`config.mk`:
```
export PLATFORM = sky130hd
export DESIGN_NAME = pcscfg_fabric_flat
export DESIGN_NICKNAME = d
export VERILOG_FILES = /design/src/inc/pcscfg_pkg.sv /design/src/inc/pcscfg_if.sv /design/src/rtl/pcscfg_fabric.sv /design/src/flat_wrapper.sv
export VERILOG_INCLUDE_DIRS = /design/src /design/src/inc
export SDC_FILE = /design/constraint.sdc
export NUM_CORES = 1
export LEC_CHECK = 0
export BUFFER_PORTS_ARGS = -buffer_cell sky130_fd_sc_hd__buf_2
export CORE_UTILIZATION = 40
export DETAILED_ROUTE_END_ITERATION = 8
export PLACE_DENSITY = 0.7
export SLEW_MARGIN = 10
export SYNTH_ARGS = -nofsm -noshare
export SYNTH_HDL_FRONTEND = slang
export SYNTH_SLANG_ARGS = --single-unit
```
`constraint.sdc`:
```
create_clock -name clk_i -period 2.1 [get_ports clk_i]
set_clock_uncertainty 0.05 [all_clocks]
set_input_delay 0.315 -clock clk_i [delete_from_list [all_inputs] [get_ports clk_i]]
set_output_delay 0.315 -clock clk_i [all_outputs]
set_load 0.1 [all_outputs]
```
`src/inc/pcscfg_defs.svh`:
```
// pcscfg_defs.svh: offsets, field positions and reset values shared by
// both ends of the PCS configuration vector link.
// assumes nothing; included by its bare name, definitions only.
`ifndef PCSCFG_DEFS_SVH
`define PCSCFG_DEFS_SVH

// ****************************************************************
// device control register (register 0) field positions, and register 0 and register 4 reset values
// ****************************************************************
`define PCSCFG_R0_UNIDIR     5
`define PCSCFG_R0_RESTART    9
`define PCSCFG_R0_ISOLATE    10
`define PCSCFG_R0_PWRDN      11
`define PCSCFG_R0_AN_EN      12
`define PCSCFG_R0_LOOPBACK   14
`define PCSCFG_R0_RST_VAL    16'h1000
`define PCSCFG_R4_RST_VAL    16'h0020

// ****************************************************************
// device management write addresses and interrupt register fields
// ****************************************************************
`define PCSCFG_MA_CTRL       5'h00
`define PCSCFG_MA_ADV        5'h04
`define PCSCFG_MA_IRQ        5'h10
`define PCSCFG_IRQ_STAT_BIT  0
`define PCSCFG_IRQ_EN_BIT    1

// ****************************************************************
// fabric-side AXI4-Lite register map (byte addresses)
// ****************************************************************
`define PCSCFG_A_CTRL        8'h00
`define PCSCFG_A_ADV         8'h04
`define PCSCFG_A_CMD         8'h08
`define PCSCFG_A_STAT        8'h0C
`define PCSCFG_A_ISTAT       8'h10
`define PCSCFG_A_IMASK       8'h14
`define PCSCFG_CMD_CTRL      0
`define PCSCFG_CMD_ADV       1
`define PCSCFG_CMD_RESTART   2
`define PCSCFG_STAT_DONE     16
`define PCSCFG_STAT_BUSY     17
`define PCSCFG_RESP_OKAY     2'h0
`define PCSCFG_RESP_SLVERR   2'h2

`endif

```
`src/inc/pcscfg_pkg.sv`:
```
// pcscfg_pkg: types shared by the two ends of the configuration link.
// assumes pcscfg_defs.svh for all numeric constants.
package pcscfg_pkg;
  typedef logic [15:0] pcscfg_word_t;
  typedef logic [4:0]  pcscfg_ctrl_t;
  typedef logic [31:0] pcscfg_data_t;
  typedef enum logic [0:0] {
    PCSCFG_WR_IDLE = 1'b0,
    PCSCFG_WR_RESP = 1'b1
  } pcscfg_wr_state_t;
endpackage

```
`src/inc/pcscfg_if.sv`:
```
// pcscfg_if: configuration and status vectors between the fabric logic
// and the PCS. assumes both ends run on the one core clock.
`timescale 1ns/100ps
interface pcscfg_if;
  logic [15:0] status_word;
  logic [4:0]  control_setting;
  logic        control_load_strobe;
  logic [15:0] advertisement_setting_vector;
  logic        advertisement_load_strobe;
  logic        negotiation_restart_strobe;
  logic        negotiation_done_output;

  modport device (
    output status_word,
    input  control_setting,
    input  control_load_strobe,
    input  advertisement_setting_vector,
    input  advertisement_load_strobe,
    input  negotiation_restart_strobe,
    output negotiation_done_output
  );

  modport fabric (
    input  status_word,
    output control_setting,
    output control_load_strobe,
    output advertisement_setting_vector,
    output advertisement_load_strobe,
    output negotiation_restart_strobe,
    input  negotiation_done_output
  );
endinterface : pcscfg_if

```
`src/rtl/pcscfg_fabric.sv`:
```
// pcscfg_fabric: user-logic end of the configuration vector link,
// commanded over AXI4-Lite. drives vectors and load strobes, reports
// status and raises irq_o on a rise of negotiation_done_output, when unmasked.
// assumes the device runs on this same clock.
//
// Our own choices: the register offsets and the AXI4-Lite interface to the registers.
`timescale 1ns/100ps
`include "pcscfg_defs.svh"

module pcscfg_fabric (
  input  wire logic                     clk_i,
  input  wire logic                     reset_n_i,
  pcscfg_if.fabric                      link,
  input  wire logic [7:0]               s_axi_awaddr_i,
  input  wire logic                     s_axi_awvalid_i,
  output logic                          s_axi_awready_o,
  input  wire pcscfg_pkg::pcscfg_data_t s_axi_wdata_i,
  input  wire logic [3:0]               s_axi_wstrb_i,
  input  wire logic                     s_axi_wvalid_i,
  output logic                          s_axi_wready_o,
  output logic [1:0]                    s_axi_bresp_o,
  output logic                          s_axi_bvalid_o,
  input  wire logic                     s_axi_bready_i,
  input  wire logic [7:0]               s_axi_araddr_i,
  input  wire logic                     s_axi_arvalid_i,
  output logic                          s_axi_arready_o,
  output pcscfg_pkg::pcscfg_data_t      s_axi_rdata_o,
  output logic [1:0]                    s_axi_rresp_o,
  output logic                          s_axi_rvalid_o,
  input  wire logic                     s_axi_rready_i,
  output logic                          irq_o
);
  import pcscfg_pkg::*;

  // ****************************************************************
  // declarations
  // ****************************************************************
  pcscfg_wr_state_t wr_state_reg;
  logic             aw_got_reg;
  logic             w_got_reg;
  logic [7:0]       waddr_reg;
  pcscfg_data_t     wdata_reg;
  logic [3:0]       wstrb_reg;
  pcscfg_data_t     wmask;
  logic             do_write;
  logic [4:0]       ctrl_reg;
  pcscfg_word_t     adv_reg;
  logic [2:0]       pend_reg;
  logic [2:0]       strb_reg;
  logic             done_prev_reg;
  logic             istat_reg;
  logic             imask_reg;
  logic             irq_reg;
  logic             awready_reg;
  logic             wready_reg;
  logic             bvalid_reg;
  logic [1:0]       bresp_reg;
  logic             arready_reg;
  logic             rvalid_reg;
  pcscfg_data_t     rdata_reg;
  logic [1:0]       rresp_reg;

  // ****************************************************************
  // write channel: address and data taken in either order
  // ****************************************************************
  assign do_write = (wr_state_reg == PCSCFG_WR_IDLE) && aw_got_reg && w_got_reg;
  assign wmask    = {{8{wstrb_reg[3]}}, {8{wstrb_reg[2]}},
                     {8{wstrb_reg[1]}}, {8{wstrb_reg[0]}}};

  always_ff @(posedge clk_i) begin
    if (!reset_n_i) begin
      wr_state_reg <= PCSCFG_WR_IDLE;
      aw_got_reg   <= 1'b0;
      w_got_reg    <= 1'b0;
      awready_reg  <= 1'b1;
      wready_reg   <= 1'b1;
      bvalid_reg   <= 1'b0;
      bresp_reg    <= `PCSCFG_RESP_OKAY;
      waddr_reg    <= '0;
      wdata_reg    <= '0;
      wstrb_reg    <= '0;
    end else begin
      if (s_axi_awvalid_i && awready_reg) begin
        aw_got_reg  <= 1'b1;
        awready_reg <= 1'b0;
        waddr_reg   <= s_axi_awaddr_i;
      end
      if (s_axi_wvalid_i && wready_reg) begin
        w_got_reg  <= 1'b1;
        wready_reg <= 1'b0;
        wdata_reg  <= s_axi_wdata_i;
        wstrb_reg  <= s_axi_wstrb_i;
      end
      case (wr_state_reg)
        PCSCFG_WR_IDLE: begin
          if (do_write) begin
            aw_got_reg   <= 1'b0;
            w_got_reg    <= 1'b0;
            bvalid_reg   <= 1'b1;
            bresp_reg    <= (waddr_reg > `PCSCFG_A_IMASK || waddr_reg[1:0] != 2'h0) ?
                            `PCSCFG_RESP_SLVERR : `PCSCFG_RESP_OKAY;
            wr_state_reg <= PCSCFG_WR_RESP;
          end
        end
        PCSCFG_WR_RESP: begin
          if (s_axi_bready_i) begin
            bvalid_reg   <= 1'b0;
            awready_reg  <= 1'b1;
            wready_reg   <= 1'b1;
            wr_state_reg <= PCSCFG_WR_IDLE;
          end
        end
        default: begin
          wr_state_reg <= PCSCFG_WR_IDLE;
        end
      endcase
    end
  end

  // ****************************************************************
  // vector registers
  // ****************************************************************
  always_ff @(posedge clk_i) begin
    if (!reset_n_i) begin
      ctrl_reg  <= '0;
      adv_reg   <= `PCSCFG_R4_RST_VAL;
      imask_reg <= 1'b0;
    end else if (do_write) begin
      if (waddr_reg == `PCSCFG_A_CTRL && wstrb_reg[0]) begin
        ctrl_reg <= wdata_reg[4:0];
      end
      if (waddr_reg == `PCSCFG_A_ADV) begin
        adv_reg <= (adv_reg & ~wmask[15:0]) | (wdata_reg[15:0] & wmask[15:0]);
      end
      if (waddr_reg == `PCSCFG_A_IMASK && wstrb_reg[0]) begin
        imask_reg <= wdata_reg[0];
      end
    end
  end

  // ****************************************************************
  // strobe sequencers
  // ****************************************************************
  // a command drops a high strobe for one cycle before raising it,
  // so every command makes a fresh rising edge at the device
  for (genvar i = 0; i < 3; i++) begin : g_strobe
    logic cmd_hit;
    assign cmd_hit = do_write && waddr_reg == `PCSCFG_A_CMD && wstrb_reg[0] && wdata_reg[i];
    always_ff @(posedge clk_i) begin
      if (!reset_n_i) begin
        pend_reg[i] <= 1'b0;
        strb_reg[i] <= 1'b0;
      end else if (cmd_hit) begin
        pend_reg[i] <= 1'b1;
        strb_reg[i] <= 1'b0;
      end else if (pend_reg[i]) begin
        pend_reg[i] <= 1'b0;
        strb_reg[i] <= 1'b1;
      end
    end
  end

  assign link.control_setting              = ctrl_reg;
  assign link.advertisement_setting_vector = adv_reg;
  assign link.control_load_strobe          = strb_reg[`PCSCFG_CMD_CTRL];
  assign link.advertisement_load_strobe    = strb_reg[`PCSCFG_CMD_ADV];
  assign link.negotiation_restart_strobe   = strb_reg[`PCSCFG_CMD_RESTART];

  // ****************************************************************
  // interrupt: done rise is sticky, write one clears, set wins
  // ****************************************************************
  always_ff @(posedge clk_i) begin
    if (!reset_n_i) begin
      done_prev_reg <= 1'b0;
      istat_reg     <= 1'b0;
      irq_reg       <= 1'b0;
    end else begin
      done_prev_reg <= link.negotiation_done_output;
      if (link.negotiation_done_output && !done_prev_reg) begin
        istat_reg <= 1'b1;
      end else if (do_write && waddr_reg == `PCSCFG_A_ISTAT && wstrb_reg[0] && wdata_reg[0]) begin
        istat_reg <= 1'b0;
      end
      irq_reg <= istat_reg & imask_reg;
    end
  end

  // ****************************************************************
  // read channel
  // ****************************************************************
  always_ff @(posedge clk_i) begin
    if (!reset_n_i) begin
      arready_reg <= 1'b1;
      rvalid_reg  <= 1'b0;
      rdata_reg   <= '0;
      rresp_reg   <= `PCSCFG_RESP_OKAY;
    end else if (s_axi_arvalid_i && arready_reg) begin
      arready_reg <= 1'b0;
      rvalid_reg  <= 1'b1;
      rresp_reg   <= `PCSCFG_RESP_OKAY;
      rdata_reg   <= '0;
      case (s_axi_araddr_i)
        `PCSCFG_A_CTRL:  rdata_reg[4:0]  <= ctrl_reg;
        `PCSCFG_A_ADV:   rdata_reg[15:0] <= adv_reg;
        `PCSCFG_A_CMD:   rdata_reg[2:0]  <= pend_reg;
        `PCSCFG_A_STAT: begin
          rdata_reg[15:0]              <= link.status_word;
          rdata_reg[`PCSCFG_STAT_DONE] <= link.negotiation_done_output;
          rdata_reg[`PCSCFG_STAT_BUSY] <= |pend_reg;
        end
        `PCSCFG_A_ISTAT: rdata_reg[0]    <= istat_reg;
        `PCSCFG_A_IMASK: rdata_reg[0]    <= imask_reg;
        default:         rresp_reg       <= `PCSCFG_RESP_SLVERR;
      endcase
    end else if (rvalid_reg && s_axi_rready_i) begin
      rvalid_reg  <= 1'b0;
      arready_reg <= 1'b1;
    end
  end

  assign s_axi_awready_o = awready_reg;
  assign s_axi_wready_o  = wready_reg;
  assign s_axi_bvalid_o  = bvalid_reg;
  assign s_axi_bresp_o   = bresp_reg;
  assign s_axi_arready_o = arready_reg;
  assign s_axi_rvalid_o  = rvalid_reg;
  assign s_axi_rdata_o   = rdata_reg;
  assign s_axi_rresp_o   = rresp_reg;
  assign irq_o           = irq_reg;

endmodule // pcscfg_fabric

```
`src/flat_wrapper.sv`:
```
// flat-port wrapper written by rule: the top's interface ports become plain ports
module pcscfg_fabric_flat import pcscfg_pkg::*;
  (clk_i, reset_n_i, s_axi_awaddr_i, s_axi_awvalid_i, s_axi_awready_o, s_axi_wdata_i, s_axi_wstrb_i, s_axi_wvalid_i, s_axi_wready_o, s_axi_bresp_o, s_axi_bvalid_o, s_axi_bready_i, s_axi_araddr_i, s_axi_arvalid_i, s_axi_arready_o, s_axi_rdata_o, s_axi_rresp_o, s_axi_rvalid_o, s_axi_rready_i, irq_o, link_status_word, link_control_setting, link_control_load_strobe, link_advertisement_setting_vector, link_advertisement_load_strobe, link_negotiation_restart_strobe, link_negotiation_done_output);
  pcscfg_if link_i ();
  input  wire logic clk_i;
  input  wire logic reset_n_i;
  input  wire logic [7:0] s_axi_awaddr_i;
  input  wire logic s_axi_awvalid_i;
  output logic s_axi_awready_o;
  input  wire pcscfg_pkg::pcscfg_data_t s_axi_wdata_i;
  input  wire logic [3:0] s_axi_wstrb_i;
  input  wire logic s_axi_wvalid_i;
  output logic s_axi_wready_o;
  output logic [1:0] s_axi_bresp_o;
  output logic s_axi_bvalid_o;
  input  wire logic s_axi_bready_i;
  input  wire logic [7:0] s_axi_araddr_i;
  input  wire logic s_axi_arvalid_i;
  output logic s_axi_arready_o;
  output pcscfg_pkg::pcscfg_data_t s_axi_rdata_o;
  output logic [1:0] s_axi_rresp_o;
  output logic s_axi_rvalid_o;
  input  wire logic s_axi_rready_i;
  output logic irq_o;
  input wire logic [$bits(link_i.status_word)-1:0] link_status_word;
  output wire logic [$bits(link_i.control_setting)-1:0] link_control_setting;
  output wire logic [$bits(link_i.control_load_strobe)-1:0] link_control_load_strobe;
  output wire logic [$bits(link_i.advertisement_setting_vector)-1:0] link_advertisement_setting_vector;
  output wire logic [$bits(link_i.advertisement_load_strobe)-1:0] link_advertisement_load_strobe;
  output wire logic [$bits(link_i.negotiation_restart_strobe)-1:0] link_negotiation_restart_strobe;
  input wire logic [$bits(link_i.negotiation_done_output)-1:0] link_negotiation_done_output;
  assign link_i.status_word = link_status_word;
  assign link_control_setting = link_i.control_setting;
  assign link_control_load_strobe = link_i.control_load_strobe;
  assign link_advertisement_setting_vector = link_i.advertisement_setting_vector;
  assign link_advertisement_load_strobe = link_i.advertisement_load_strobe;
  assign link_negotiation_restart_strobe = link_i.negotiation_restart_strobe;
  assign link_i.negotiation_done_output = link_negotiation_done_output;
  pcscfg_fabric u_core (.clk_i(clk_i), .reset_n_i(reset_n_i), .link(link_i), .s_axi_awaddr_i(s_axi_awaddr_i), .s_axi_awvalid_i(s_axi_awvalid_i), .s_axi_awready_o(s_axi_awready_o), .s_axi_wdata_i(s_axi_wdata_i), .s_axi_wstrb_i(s_axi_wstrb_i), .s_axi_wvalid_i(s_axi_wvalid_i), .s_axi_wready_o(s_axi_wready_o), .s_axi_bresp_o(s_axi_bresp_o), .s_axi_bvalid_o(s_axi_bvalid_o), .s_axi_bready_i(s_axi_bready_i), .s_axi_araddr_i(s_axi_araddr_i), .s_axi_arvalid_i(s_axi_arvalid_i), .s_axi_arready_o(s_axi_arready_o), .s_axi_rdata_o(s_axi_rdata_o), .s_axi_rresp_o(s_axi_rresp_o), .s_axi_rvalid_o(s_axi_rvalid_o), .s_axi_rready_i(s_axi_rready_i), .irq_o(irq_o));
endmodule
```
# Word-level counts from Yosys, hierarchy flattened
# Cells that the tools add are included.
totals:
  output_inout_bits: 66
  inputBits: 76
  word_cells: 113
  reg_bits: 87
classes:
  bitwise_logic: 7
  n_eq_ne: 11
  mux: 34
  n_lt_le_gt_ge: 1
  reduce_logical: 34
ops:
  columns: ["operator", "n"]
  rows:
  - ["$and A16 B16 Y16", 2]
  - ["$eq A8 B5 Y1 const B", 4]
  - ["$mux W1", 25]
  - ["$eq A8 B4 Y1 const B", 3]
  - ["$pmux W11 S2", 1]
  - ["$logic_and A1 B1 Y1", 17]
  - ["$eq A8 B3 Y1 const B", 2]
  - ["$logic_not A8 Y1", 2]
  - ["$not A16 Y16", 1]
  - ["$or A16 B16 Y16", 1]
  - ["$reduce_and A2 Y1", 5]
  - ["$gt A8 B5 Y1 const B", 1]
  - ["$pmux W2 S4", 1]
  - ["$mux W2", 3]
  - ["$pmux W1 S6", 1]
  - ["$pmux W2 S3", 1]
  - ["$reduce_bool A2 Y1", 3]
  - ["$reduce_or A2 Y1", 3]
  - ["$reduce_or A6 Y1", 1]
  - ["$pmux W1 S2", 2]
  - ["$reduce_or A3 Y1", 1]
  - ["$ne A2 B1 Y1 const B", 1]
  - ["$ne A2 B2 Y1 const B", 1]
  - ["$not A1 Y1", 2]
  - ["other kinds (3)", 3]

# Depth between registers and ports, before layout
# Gate-level depths: netlist of run 1.
depth:
  ltp_word: 8
  depth_mapped: 6
  ltp_nobuf: 4

# Worst setup path after synthesis of run 1
# Ideal clock, no wire load.
synth_timing:
  path_kind: "in2reg"
  start: "in s_axi_araddr_i[7]"
  end: "reg u_core.rdata_reg[6], in the netlist u_core.s_axi_rdata_o[6]"
  stages: 5
  slack_ps: 7
  setup_ps: 70
  arrival_ps: 1973
  n_path_buf: 1
  required_ps: 1980
  cell_sequence: "or4_4 or4b_4 buf_6 or3_1 a21oi_1"
synth_via:
  elab_chain_cells: 2
  word_cells_on_any_way: 3
  cone_classes: "2 x eq/ne; 1 x mux"
synth_lines:
  columns: ["element", "line", "text"]
  rows:
  - ["start, declared", "flat_wrapper.sv:17", "input wire logic [7:0] s_axi_araddr_i;"]
  - ["$eq A8 B4 Y1 / $eq A8 B3 Y1 (equally long branches)", "pcscfg_fabric.sv:202", "case (s_axi_araddr_i)"]
  - ["$pmux W11 S2 *", "pcscfg_fabric.sv:202", null]
  - ["end signal, assigned", "pcscfg_fabric.sv:204", "`PCSCFG_A_ADV: rdata_reg[15:0] <= adv_reg;"]
  - ["end signal, assigned", "pcscfg_fabric.sv:207", "rdata_reg[15:0] <= link.status_word;"]
  - ["end signal, assigned by index", "pcscfg_fabric.sv:208", "rdata_reg[`PCSCFG_STAT_DONE] <= link.negotiation_done_output;"]
  - ["end, declared", "pcscfg_fabric.sv:60", "pcscfg_data_t rdata_reg;"]
# Mark *: on every way between the ends. The rest lies on a longest branch, timed or not.
# A chain may end at the register's enable or synchronous reset.

# Final worst setup path of run 1
layout_timing:
  start: "in s_axi_araddr_i[7]"
  end: "reg u_core.rdata_reg[8], in the netlist u_core.s_axi_rdata_o[8]"
# Same word-level chain as after synthesis.

==> results, run 1 <==
- The run finished with clean final reports.
- The total global routing track utilization is 0.1848.
- The synthesis warning total is 0.
- The detail route stage leaves a number of antenna-violating nets equal to 0.
- The first TritonRoute pass finished after 4 iterations.
- In this run the post-CTS setup repair buffer count came out at 0.
- The vias per cell is 4.949.
- The number of antenna violations at the first check in global routing is 0.
- The number of clock buffers added by TritonCTS is 9.
- The number of buffers inserted by hold repair at cts is 0.
- The startpoint type of the worst setup path is an input pin.
- The fraction of final layout cells sized beyond drive strength 1 is 0.2727.
- The number of endpoints with negative hold slack in the final report is 0.
- The worst setup path is captured at a flip-flop.
- TritonCTS built the clock tree.
- Of the synthesized area, sequential elements account for 0.4960.
- In this run the core area contains 33 standard-cell rows.
- The number of distinct standard cells referenced by the synthesized netlist is 35.
- Setup violations remaining at the end of the flow were counted as 0.
- The post-route fraction of the period consumed by the critical path is 0.8780.
- The total die area is approximately 9000 um2.
- The register bit total from synthesis is 85.
- Derived from the worst setup path, the maximum achievable clock frequency is around 0.54 GHz.
- The worst endpoint data arrival time is about 2.1 ns.
- Once placement completed, the tool counted placed cells totaling approximately 600.
- The cell type with the highest aggregate area in the netlist is dfxtp_1.
- The number of buffers and inverters on the critical path is 1.
- The number of gates resized after CTS was 0.
- The final wirelength is about 8200 um.
- The total of buffers placed on input and output ports is ~110.
- The number of DRC violations after detailed routing is 0.
- Leaving out filler cells and counting taps, the final layout contains just over 600.
- The post-DP HPWL is approximately 6200 um.
- The count of vias placed by the detailed router is 3024.
- Clock latency on the worst-skew pair, taken at its later pin, is 0.34 ns.
- Dividing the detail-routed wire length by the instance count gives around 13 um.
- The root buffer cell is clkbuf_8.
- Internal power comes to 2.315 mW.
- For this configuration, the core starts out at a cell density of 0.4155.
- The share of synthesized area in the top cell type comes to 0.4960.
- The net count of the finished layout is between 500 and 600.
- The power per cell area is 777.8 nW/um2.
- The die boundary height is about 95 um.
- After synthesis, the mean cell area works out to ~8.6 um2.
- The critical path class is in -> reg.
- Registers take about 1700 um2.
- The clock network fraction of design power is 0.341.
- The required time at the endpoint of the critical path is approximately 2.3 ns.
- The area taken by multi-input logic gates is about 1500 um2.
- On the worst path, the slowest cell contributes a delay of 0.60 ns.
- Max-cap violations in this run came to 0.
- Pin placement for this block handled 142 I/O pins.
- At the pin with the least slew margin, the transition time is between 0.6 and 0.7 ns.
- The clock passes through at most 2 buffers.
- The pre-CTS setup slack is -0.09181 ns.
- On the critical path, the stage with the largest delay is an instance of or4b_4.
- After floorplanning, the core was sized to cover around 8300 um2.
- The highest fanout seen on the critical path is 11.
- The first-pass GRT wire length is around 13000 um.
- The maximum number of pins on one net before global-route repair is 33.
- For this block, the initial DRC count from the detailed router was between 100 and 150.
- The routability-driven placement congestion ratio is between 0.7 and 0.8.
- The layout has around 820 filler cells.
- The repair_antennas step left the layout with diodes totalling 0.
- Counting every sink on the clock net gives 85.
- The final-report max-slew violation count is 0.
- Leaving out fill and tap cells, the most frequent cells in the layout are buf_2, dfxtp_1, nand2_1.
- After layout, the design draws a total of 3.270 mW.
- For this run the aggregate overflow at the end of global routing stands at 0.
- Synthesis produced a netlist whose cell count is between 400 and 500.
- Clock-pin slew was measured on the worst setup and hold paths at roughly 0.080 ns.
- Of the total power, the share spent switching nets is 0.2919.
- Relative to the synthesized area, the layout overhead comes to 22.54%.
- The switching power of the nets is around 0.95 mW.
- The part of the power in combinational logic is 0.141.
- Leaving out fill and tap cells, the most frequent cell in the layout is buf_2.
- Among cell families on the critical path, the largest total delay comes from simple AND/OR/NAND/NOR gates.
- The reported leakage power is 1.847 nW.
- The largest voltage drop on the vdd net is ~360 uV.
- Sorting the synthesized cells by area gives the leading types as dfxtp_1, nand2_1, a21oi_1.
- The part of the power in registers is 0.518.
- The post-layout worst setup margin is roughly 0.26 ns.
- Setup repair after global routing left no endpoint under its margin.
- In this run the cell area of the synthesized design comes to ~3400 um2.
- The shortest period the worst path allows is ~1.8 ns.
- The number of global-route vias before repair is ~2700.
- The H-tree level count is 3.
- Traced cell by cell, the critical path runs through buf_2, or4_4, or4b_4, or3_1, a21oi_1.
- The kind of path behind the tightest hold check is in -> reg.
- The horizontal extent of the die is 94.61 um.
- The headroom to the max-slew limit is 0.5471.
==> synthesized netlist by cell type <==
| master | number |
|---|---|
| and3_1 | 5 |
| and4_1 | 2 |
| mux4_2 | 3 |
| nand2b_1 | 2 |
| or4b_4 | 1 |
| mux2_2 | 1 |
| dfxtp_1 | 85 |
| a21oi_1 | 48 |
| mux2i_1 | 20 |
| nor2_1 | 7 |
| nand4_1 | 3 |
| o31ai_1 | 1 |
| nor3_1 | 2 |
| or4_4 | 1 |
| o311ai_0 | 1 |
| nor4b_1 | 3 |
| or3_1 | 11 |
| nand2_1 | 84 |
| a211oi_1 | 2 |
| o21ai_0 | 28 |
| and3b_1 | 1 |
| o22ai_1 | 1 |
| a2111oi_0 | 1 |
| a22oi_1 | 4 |
| inv_1 | 6 |
| nand3_1 | 28 |
| buf_4 | 16 |
| nor4_1 | 2 |
| conb_1 | 1 |
| nor2b_1 | 1 |
| buf_1 | 5 |
| a31oi_1 | 1 |
| clkbuf_1 | 21 |
| buf_6 | 1 |
| and2_1 | 2 |
==> metrics by stage <==
step	hold slack, ns	util	instance area, um2	setup TNS (ns)
4_1_cts	0.1282	0.5091	4204	0
6_report	0.1310	0.5091	4204	0
3_3_place_gp	0.3632	0.4859	4013	-0.5146
3_5_place_dp	0.3760	0.4859	4013	-0.8215
5_1_grt	0.1322	0.5091	4204	0
2_1_floorplan	0.3579	-	3487	0
==> metal layers <==
| layer | wire length [um] | vias up | GRT usage |
|---|---|---|---|
| met2 | 3884 | 102 | 0.3058 |
| met4 | 80 | 0 | 0.07323 |
| met3 | 494 | 6 | 0.04509 |
| li1 | - | 1547 | - |
| met5 | 0 | - | 0 |
| met1 | 3745 | 1369 | 0.2302 |
==> power by group through the flow <==
| stage | logic, mW | registers, mW | clock network [mW] |
|---|---|---|---|
| 6_report | 0.461 | 1.69 | 1.12 |
| 5_1_grt | 0.496 | 1.70 | 1.21 |
| 4_1_cts | 0.462 | 1.69 | 1.15 |
| 3_5_place_dp | 0.461 | 1.73 | 0 |
| 3_3_place_gp | 0.457 | 1.73 | 0 |
| 2_1_floorplan | 0.299 | 1.80 | 0 |
==> final timing paths <==
path	from	endpoint	slack, ns	depth (start not counted)
min	s_axi_wvalid_i	u_core.s_axi_wready_o$_SDFF_PN1_	0.13	2
min reg2reg	u_core.done_prev_reg$_SDFF_PN0_	u_core.istat_reg$_SDFFE_PN0P_	0.40	1
max reg2reg	u_core.wr_state_reg$_SDFF_PN0_	u_core.imask_reg$_SDFFE_PN0P_	0.34	4
max	s_axi_araddr_i[7]	u_core.s_axi_rdata_o[8]$_SDFFE_PN0P_	0.26	5
==> area by class of cell <==
class	count	area share
Tap cell	105	0.03125
Multi-Input combinational cell	282	0.3649
Sequential cell	85	0.4048
Timing Repair Buffer	117	0.1482
Clock buffer	10	0.03036
Inverter	6	0.005357
Clock inverter	6	0.01518
==> cells by family after synthesis <==
kind of cell / share of synthesized area
simple gates: 0.2134
compound gates: 0.1349
flops: 0.4960
buf+inv: 0.07331
mux: 0.08133
other cells: 0.001093
==> worst reg2reg max path, delay by kind of cell (launching register included) <==
kind / cells / cell delay, ns
DFF: 1 / 0.35
muxes: 1 / 0.15
and+or+nand+nor: 3 / 1.11
Power figures use the tool's default switching activity.
==> run 2: changes to the inputs <==
--- a/config.mk
+++ b/config.mk
@@ -9,7 +9,7 @@
 export BUFFER_PORTS_ARGS = -buffer_cell sky130_fd_sc_hd__buf_2
 export CORE_UTILIZATION = 40
 export DETAILED_ROUTE_END_ITERATION = 8
-export PLACE_DENSITY = 0.7
+export PLACE_DENSITY = 0.79
 export SLEW_MARGIN = 10
 export SYNTH_ARGS = -nofsm -noshare
 export SYNTH_HDL_FRONTEND = slang
==> run 2 against run 1 <==
Compared with the run above: die area unchanged; power increased by 5.7%; register-to-register slack got worse by 0.12 ns; first-iteration DRC count increased by 39%; clock-buffer cell count unchanged; combinational power about the same; maximum frequency decreased by 1.9%.
==> results, run 2 (synthesized netlist as in run 1, its figures left out) <==
- The register-to-register setup slack is 0.22 ns (-0.12 ns).
- In this run the critical register-to-register path is captured at u_core.imask_reg$_SDFFE_PN0P_.
- The number of cells in the design after placement came to 595 (unchanged).
- The core area came to 8258 um2 (unchanged).
- The total global routing track utilization came to 0.1799 (-0.004934).
- The first-pass GRT wire length is 12700 um (-0.44%).
- The number of buffers inserted by hold repair at cts is 0 (unchanged).
- The final wirelength is 8010 um (-2.4%).
- The number of global-route vias before repair came to 2688 (+0.45%).
- The final-report max-slew violation count is 0 (unchanged).
- The final cell count without fillers is 611 (unchanged).
- The layout-stage area growth over the synthesis result is 23.71%.
- The initial standard-cell utilization of the core is 0.4155 (unchanged).
- The net count of the finished layout came to 577 (unchanged).
- The kind of path behind the tightest hold check is in -> reg.
- The library cell used most frequently in the layout, excluding fill and tap cells, is buf_2.
- The post-route fraction of the period consumed by the critical path was 0.8948 (+0.01676).
- The slew of the pin with the lowest slew margin is 0.6830 ns (+0.003693 ns).
- The pre-CTS setup slack is -0.08018 ns (+0.01163 ns).
- The total overflow reported by the global router is 0 (unchanged).
- The routability-driven placement congestion ratio is 0.7547 (-3.2%).
- The vias per cell is 5.059 (+2.2%).
- The number of detailed-route iterations in the first pass is 5 (+1).
- The number of diodes is 0 (unchanged).
- The horizontal extent of the die is 94.61 um (unchanged).
- The count of boundary I/O pins is 142 (unchanged).
- The number of DRC violations after detailed routing is 0 (unchanged).
- The total of buffers placed on input and output ports is 107 (unchanged).
- The detail-routed net length per standard cell is 13.11 um (-2.4%).
- The count of routing violations after the opening detailed-route iteration is 166 (+39%).
- Setup repair after global routing left no endpoint under its margin.
- The H-tree level count is 3 (unchanged).
- The final hold slack came to 0.1394 ns (+0.008314 ns).
- The clock buffer count from CTS is 9 (unchanged).
- The number of endpoints with negative hold slack in the final report was 0 (unchanged).
- The start point of the worst min-delay path is s_axi_wvalid_i.
- The buffer levels on the longest clock path is 2 (unchanged).
- The buffers inserted during post-CTS setup optimization is 0 (unchanged).
- The clock-pin slew on the worst setup and hold paths was 0.08 ns (about the same).
- The post-DP HPWL is 6091 um (-1.8%).
- The reg-to-reg startpoint is u_core.wr_state_reg$_SDFF_PN0_.
- The worst endpoint data arrival time is 2.06 ns (about the same).
- The largest voltage drop on the vdd net is 447.6 uV (+24%).
- The critical path is of the reg -> reg type.
- The number of filler cells placed in the layout was 790 (-3.1%).
- For hold timing, the worst endpoint is u_core.s_axi_wready_o$_SDFF_PN1_.
- The core occupancy in the finished layout is 0.5139 (+0.004848).
- The maximum number of pins on one net before global-route repair was 45 (+36%).
- The fraction of final layout cells sized beyond drive strength 1 is 0.2747 (+0.001976).
- The count of endpoints failing setup in the final report is 0 (unchanged).
- The count of vias placed by the detailed router is 3091 (+2.2%).
- The fmax was 0.5322 GHz (-1.9%).
- The shortest period the worst path allows came to 1.879 ns (+0.03519 ns).
- The die boundary height was 94.61 um (unchanged).
- The number of sinks driven by the clock tree was 85 (unchanged).
- The count of cells along the worst register-to-register path is 4 (unchanged).
- TritonCTS built the clock tree.
- The root buffer cell is clkbuf_8.
- The max capacitance violation total came to 0 (unchanged).
- The number of resized instances in the post-cts repair step is 0 (unchanged).
- The total die area is 8951 um2 (unchanged).
- The hold path depth was 2 (unchanged).
- The worst setup path is captured at a flip-flop.
- The headroom to the max-slew limit came to 0.5447 (-0.002461).
- The power per cell area is 814.6 nW/um2 (+4.7%).
- The top cell types in the final layout, fill and taps aside, are buf_2, dfxtp_1, nand2_1.
- The post-layout worst setup margin is 0.2209 ns (-0.03519 ns).
- The post-detailed-route count of antenna-violating nets is 0 (unchanged).
- The required time at the endpoint of the critical path came to 2.28 ns (-0.04 ns).
- The run finished with clean final reports.
- The clock latency on the worst-skew pair is 0.33 ns (about the same).
- The number of antenna violations at the first check in global routing is 0 (unchanged).
- The reported leakage power is 1.868 nW (+1.2%).
- The highest fanout seen on the critical path was 9 (-2).
- The site row count is 33 (unchanged).
- STA classifies the critical path startpoint as a flip-flop.
run 2: changes by cell type in the layout (fill, tap and decap cells not counted):
cell,delta
bufinv_16,+1
clkbuf_8,+1
clkinvlp_4,-1
clkbuf_1,-1
inv_6,+2
clkinv_2,-2
run 2: worst max path at each step:
stage	startpoint	endpoint	slack, ns	cells after the start
global placement	s_axi_araddr_i[7]	u_core.s_axi_rdata_o[14]$_SDFFE_PN0P_	-0.05	5
CTS	u_core.wr_state_reg$_SDFF_PN0_	u_core.imask_reg$_SDFFE_PN0P_	0.27	4
finish	u_core.wr_state_reg$_SDFF_PN0_	u_core.imask_reg$_SDFFE_PN0P_	0.22	4
floorplan	s_axi_araddr_i[7]	u_core.s_axi_rdata_o[6]$_SDFFE_PN0P_	0.007	5
detailed placement	s_axi_araddr_i[7]	u_core.s_axi_rdata_o[14]$_SDFFE_PN0P_	-0.08	5
global route	u_core.wr_state_reg$_SDFF_PN0_	u_core.imask_reg$_SDFFE_PN0P_	0.15	4
run 2: power by group:
group          leakage (nW)  switching (mW)  internal [mW]  total, mW
Clock                 0.113           0.591          0.713       1.30
Combinational          1.06           0.350          0.110      0.460
Sequential            0.691          0.0351           1.66       1.69
run 2: area by class of cell:
cell class	count	area [um2]	share of cell area
flip-flops and latches	85	1702	0.4009
multi-input cells	282	1534	0.3614
repair buffers	117	623.1	0.1468
clock buffers	10	137.6	0.03243
well taps	105	131.4	0.03096
clock inverters	6	93.84	0.02211
inverters	6	22.52	0.005307
run 2: metrics by stage:
stage / instance area (um2) / setup TNS (ns) / total power [mW]
floorplan: 3487 / 0 / 2.098
global placement: 4013 / -0.4775 / 2.180
detailed placement: 4013 / -0.7000 / 2.189
CTS: 4244 / 0 / 3.487
global route: 4244 / 0 / 3.606
finish: 4244 / 0 / 3.457
run 2: critical path, stage by stage (launching register included):
cell and delay [ns]:
dfxtp_1 0.34, and3b_1 0.40, nor4b_1 0.58, nand4_1 0.24
mux2i_1 0.16
run 2: layer usage:
layer | vias up | part of all wire | track usage
li1 | 1559 | - | -
met1 | 1420 | 0.46 | 0.2387
met2 | 110 | 0.47 | 0.2926
met3 | 2 | 0.067 | 0.04670
met4 | 0 | 0.0031 | 0.04040
met5 | - | 0 | 0
==> run 3: changes to the inputs <==
--- a/config.mk
+++ b/config.mk
@@ -7,9 +7,9 @@
 export NUM_CORES = 1
 export LEC_CHECK = 0
 export BUFFER_PORTS_ARGS = -buffer_cell sky130_fd_sc_hd__buf_2
-export CORE_UTILIZATION = 40
+export CORE_UTILIZATION = 43
 export DETAILED_ROUTE_END_ITERATION = 8
-export PLACE_DENSITY = 0.79
+export PLACE_DENSITY = 0.84
 export SLEW_MARGIN = 10
 export SYNTH_ARGS = -nofsm -noshare
 export SYNTH_HDL_FRONTEND = slang
==> constraint.sdc (replaced) <==
create_clock -name clk_i -period 2.1 [get_ports clk_i]
set_clock_uncertainty 0.05 [all_clocks]
set_input_delay 0.105 -clock clk_i [delete_from_list [all_inputs] [get_ports clk_i]]
set_output_delay 0.105 -clock clk_i [all_outputs]
set_load 0.1 [all_outputs]
==> run 3 against run 2 <==
Compared with the run above: hold slack worse by 0.11 ns; wire length up 7.7%; setup slack better by 0.13 ns; clock power down 10%; sequential share of layout area down 2.2 points; via count up 4.2%; non-clock buffer count up 28; maximum frequency up 7.4%; critical path depth up 1.
==> results, run 3 (synthesized netlist as in run 1, its figures left out) <==
- The run finished with clean final reports.
- The post-detailed-route count of antenna-violating nets is 0 (unchanged).
- The required time at the endpoint of the critical path is 2.27 ns (about the same).
- The shortest period the worst path allows is 1.749 ns (-0.1297 ns).
- The longest individual stage delay on the worst path was 0.57 ns (about the same).
- The core area came to 7727 um2 (-6.4%).
- The clock-pin slew on the worst setup and hold paths is 0.08 ns (about the same).
- The number of global-route vias before repair is 3023 (+12%).
- The buffer levels on the longest clock path is 2 (unchanged).
- The count of endpoints failing setup in the final report is 0 (unchanged).
- The post-layout worst setup margin is 0.3506 ns (+0.1297 ns).
- Setup repair after global routing left no endpoint under its margin.
- The detail-routed net length per standard cell is 13.56 um (+3.5%).
- The number of DRC violations after detailed routing is 0 (unchanged).
- The fraction of final layout cells sized beyond drive strength 1 is 0.2509 (-0.02377).
- The routability-driven placement congestion ratio was 0.8073 (+7.0%).
- The met2 wire length is 4254 um (+13%).
- The final wirelength was 8626 um (+7.7%).
- The count of boundary I/O pins is 142 (unchanged).
- The post-DP HPWL is 5896 um (-3.2%).
- The reported leakage power is 1.966 nW (+5.3%).
- The number of resized instances in the post-cts repair step is 0 (unchanged).
- The total overflow reported by the global router was 0 (unchanged).
- The count of vias placed by the detailed router was 3222 (+4.2%).
- The count of buffer and inverter cells on the critical path was 1 (+1).
- The number of diodes is 0 (unchanged).
- The area taken by multi-input logic gates is 1534 um2 (unchanged).
- Relative to the synthesized area, the layout overhead comes to 30.78%.
- The core occupancy in the finished layout was 0.5806 (+0.06670).
- The root buffer cell is clkbuf_8.
- The sequential cell area in the final layout is 1702 um2 (unchanged).
- The routed metal-1 wirelength came to 3724 um (+1.1%).
- The critical path goes through nor4_1, nand4_1, buf_4, mux2i_1, nand2_1.
- The power per cell area is 749.9 nW/um2 (-7.9%).
- The number of endpoints with negative hold slack in the final report is 0 (unchanged).
- The horizontal extent of the die was 91.32 um (-3.5%).
- The sum of met3 wire segment lengths after detailed routing came to 448 um (-16%).
- The critical path is of the reg -> reg type.
- The buffers inserted during post-CTS setup optimization is 0 (unchanged).
- The slew of the pin with the lowest slew margin is 0.6787 ns (-0.004295 ns).
- The fmax is 0.5716 GHz (+7.4%).
- The worst setup path is launched from a flip-flop.
- The die boundary height is 91.32 um (-3.5%).
- The headroom to the max-slew limit came to 0.5434 (-0.001310).
- Leaving out fill and tap cells, the most frequent cells in the layout are buf_2, dfxtp_1, nand2_1.
- The power after layout came to 3.365 mW (-2.7%).
- The clock tree from TritonCTS is built.
- The highest layer used for signal routing is met4.
- The number of detailed-route iterations in the first pass came to 4 (-1).
- The highest fanout seen on the critical path is 15 (+6).
- The total of buffers placed on input and output ports came to 107 (unchanged).
- The pre-CTS setup slack is 0.1043 ns (+0.1845 ns).
- The family of cells with the greatest summed delay on the critical path is simple AND/OR/NAND/NOR gates.
- The count of routing violations after the opening detailed-route iteration is 151 (-9.0%).
- The kind of path behind the tightest hold check is in -> reg.
- The total global routing track utilization is 0.2119 (+0.03203).
- The number of antenna violations at the first check in global routing is 0 (unchanged).
- The post-route fraction of the period consumed by the critical path is 0.8330 (-0.06176).
- The max capacitance violation total is 0 (unchanged).
- The maximum number of pins on one net before global-route repair is 33 (-27%).
- The net count of the finished layout is 605 (+4.9%).
- The first-pass GRT wire length is 14070 um (+11%).
- The vias per cell is 5.066 (+0.14%).
- The H-tree level count came to 3 (unchanged).
- The final-report max-slew violation count is 0 (unchanged).
- The library cell used most frequently in the layout, excluding fill and tap cells, is buf_2.
- The number of sinks driven by the clock tree is 85 (unchanged).
- The clock latency on the worst-skew pair is 0.35 ns (+0.02 ns).
- The register-to-register setup slack is 0.35 ns (+0.13 ns).
- The initial standard-cell utilization of the core is 0.4440 (+0.02852).
- The worst endpoint data arrival time is 1.92 ns (-0.14 ns).
- The total die area is 8339 um2 (-6.8%).
- The cell at the slowest stage of the critical path is nor4_1.
- The clock buffer count from CTS came to 9 (unchanged).
- The number of buffers inserted by hold repair at cts is 31 (+31).
- The largest voltage drop on the vdd net is 393.6 uV (-12%).
- The site row count is 32 (-3.0%).
- The total negative setup slack came to 0 ns (unchanged).
- The number of filler cells placed in the layout came to 665 (-16%).
- The worst setup path is captured at a flip-flop.
- The final hold slack was 0.02493 ns (-0.1144 ns).
## run 3: changes by cell type in the layout (fill, tap and decap cells not counted)
cell,before,now
buf_12,1,0
inv_6,2,0
clkbuf_1,0,2
clkinvlp_4,1,0
buf_4,9,7
dlygate4sd3_1,0,31
clkinv_2,0,1
bufinv_16,2,1
clkbuf_8,10,11
## run 3: report_power, final
group	total [mW]	switching, mW	internal [mW]
registers	1.69	0.0360	1.66
logic	0.504	0.360	0.144
clock network	1.17	0.550	0.617
total	3.36	0.946	2.42
## run 3: worst min-delay path, stage by stage
cell      delay [ns]
buf_2           0.08
nand2b_1        0.10
a21oi_1         0.07
## run 3: path summary, 6_finish.rpt
kind	start	endpoint	cells past startpoint
worst max register to register	u_core.waddr_reg[4]$_SDFFE_PN0P_	flip-flop	5
worst min-delay path	s_axi_rready_i	u_core.s_axi_rvalid_o$_SDFFE_PN0P_	3
worst max-delay path	u_core.waddr_reg[4]$_SDFFE_PN0P_	flip-flop	5
worst min register to register	u_core.done_prev_reg$_SDFF_PN0_	u_core.istat_reg$_SDFFE_PN0P_	1
## run 3: layer usage
layer / global-route usage / vias up
li1: - / 1610
met5: 0 / -
met2: 0.3580 / 117
met4: 0.1045 / 0
met1: 0.2584 / 1474
met3: 0.03936 / 21
## run 3: per-stage QoR
stage,std cells,area (um2)
floorplan,416,3487
CTS,636,4487
finish,636,4487
global route,636,4487
detailed placement,589,3974
global placement,589,3974
## run 3: layout make-up
cell class / count / share of cell area
Sequential cell: 85 / 0.3793
Multi-Input combinational cell: 282 / 0.3419
Timing Repair Buffer: 145 / 0.2002
Clock buffer: 13 / 0.03542
Tap cell: 102 / 0.02844
Clock inverter: 3 / 0.009760
Inverter: 6 / 0.005020
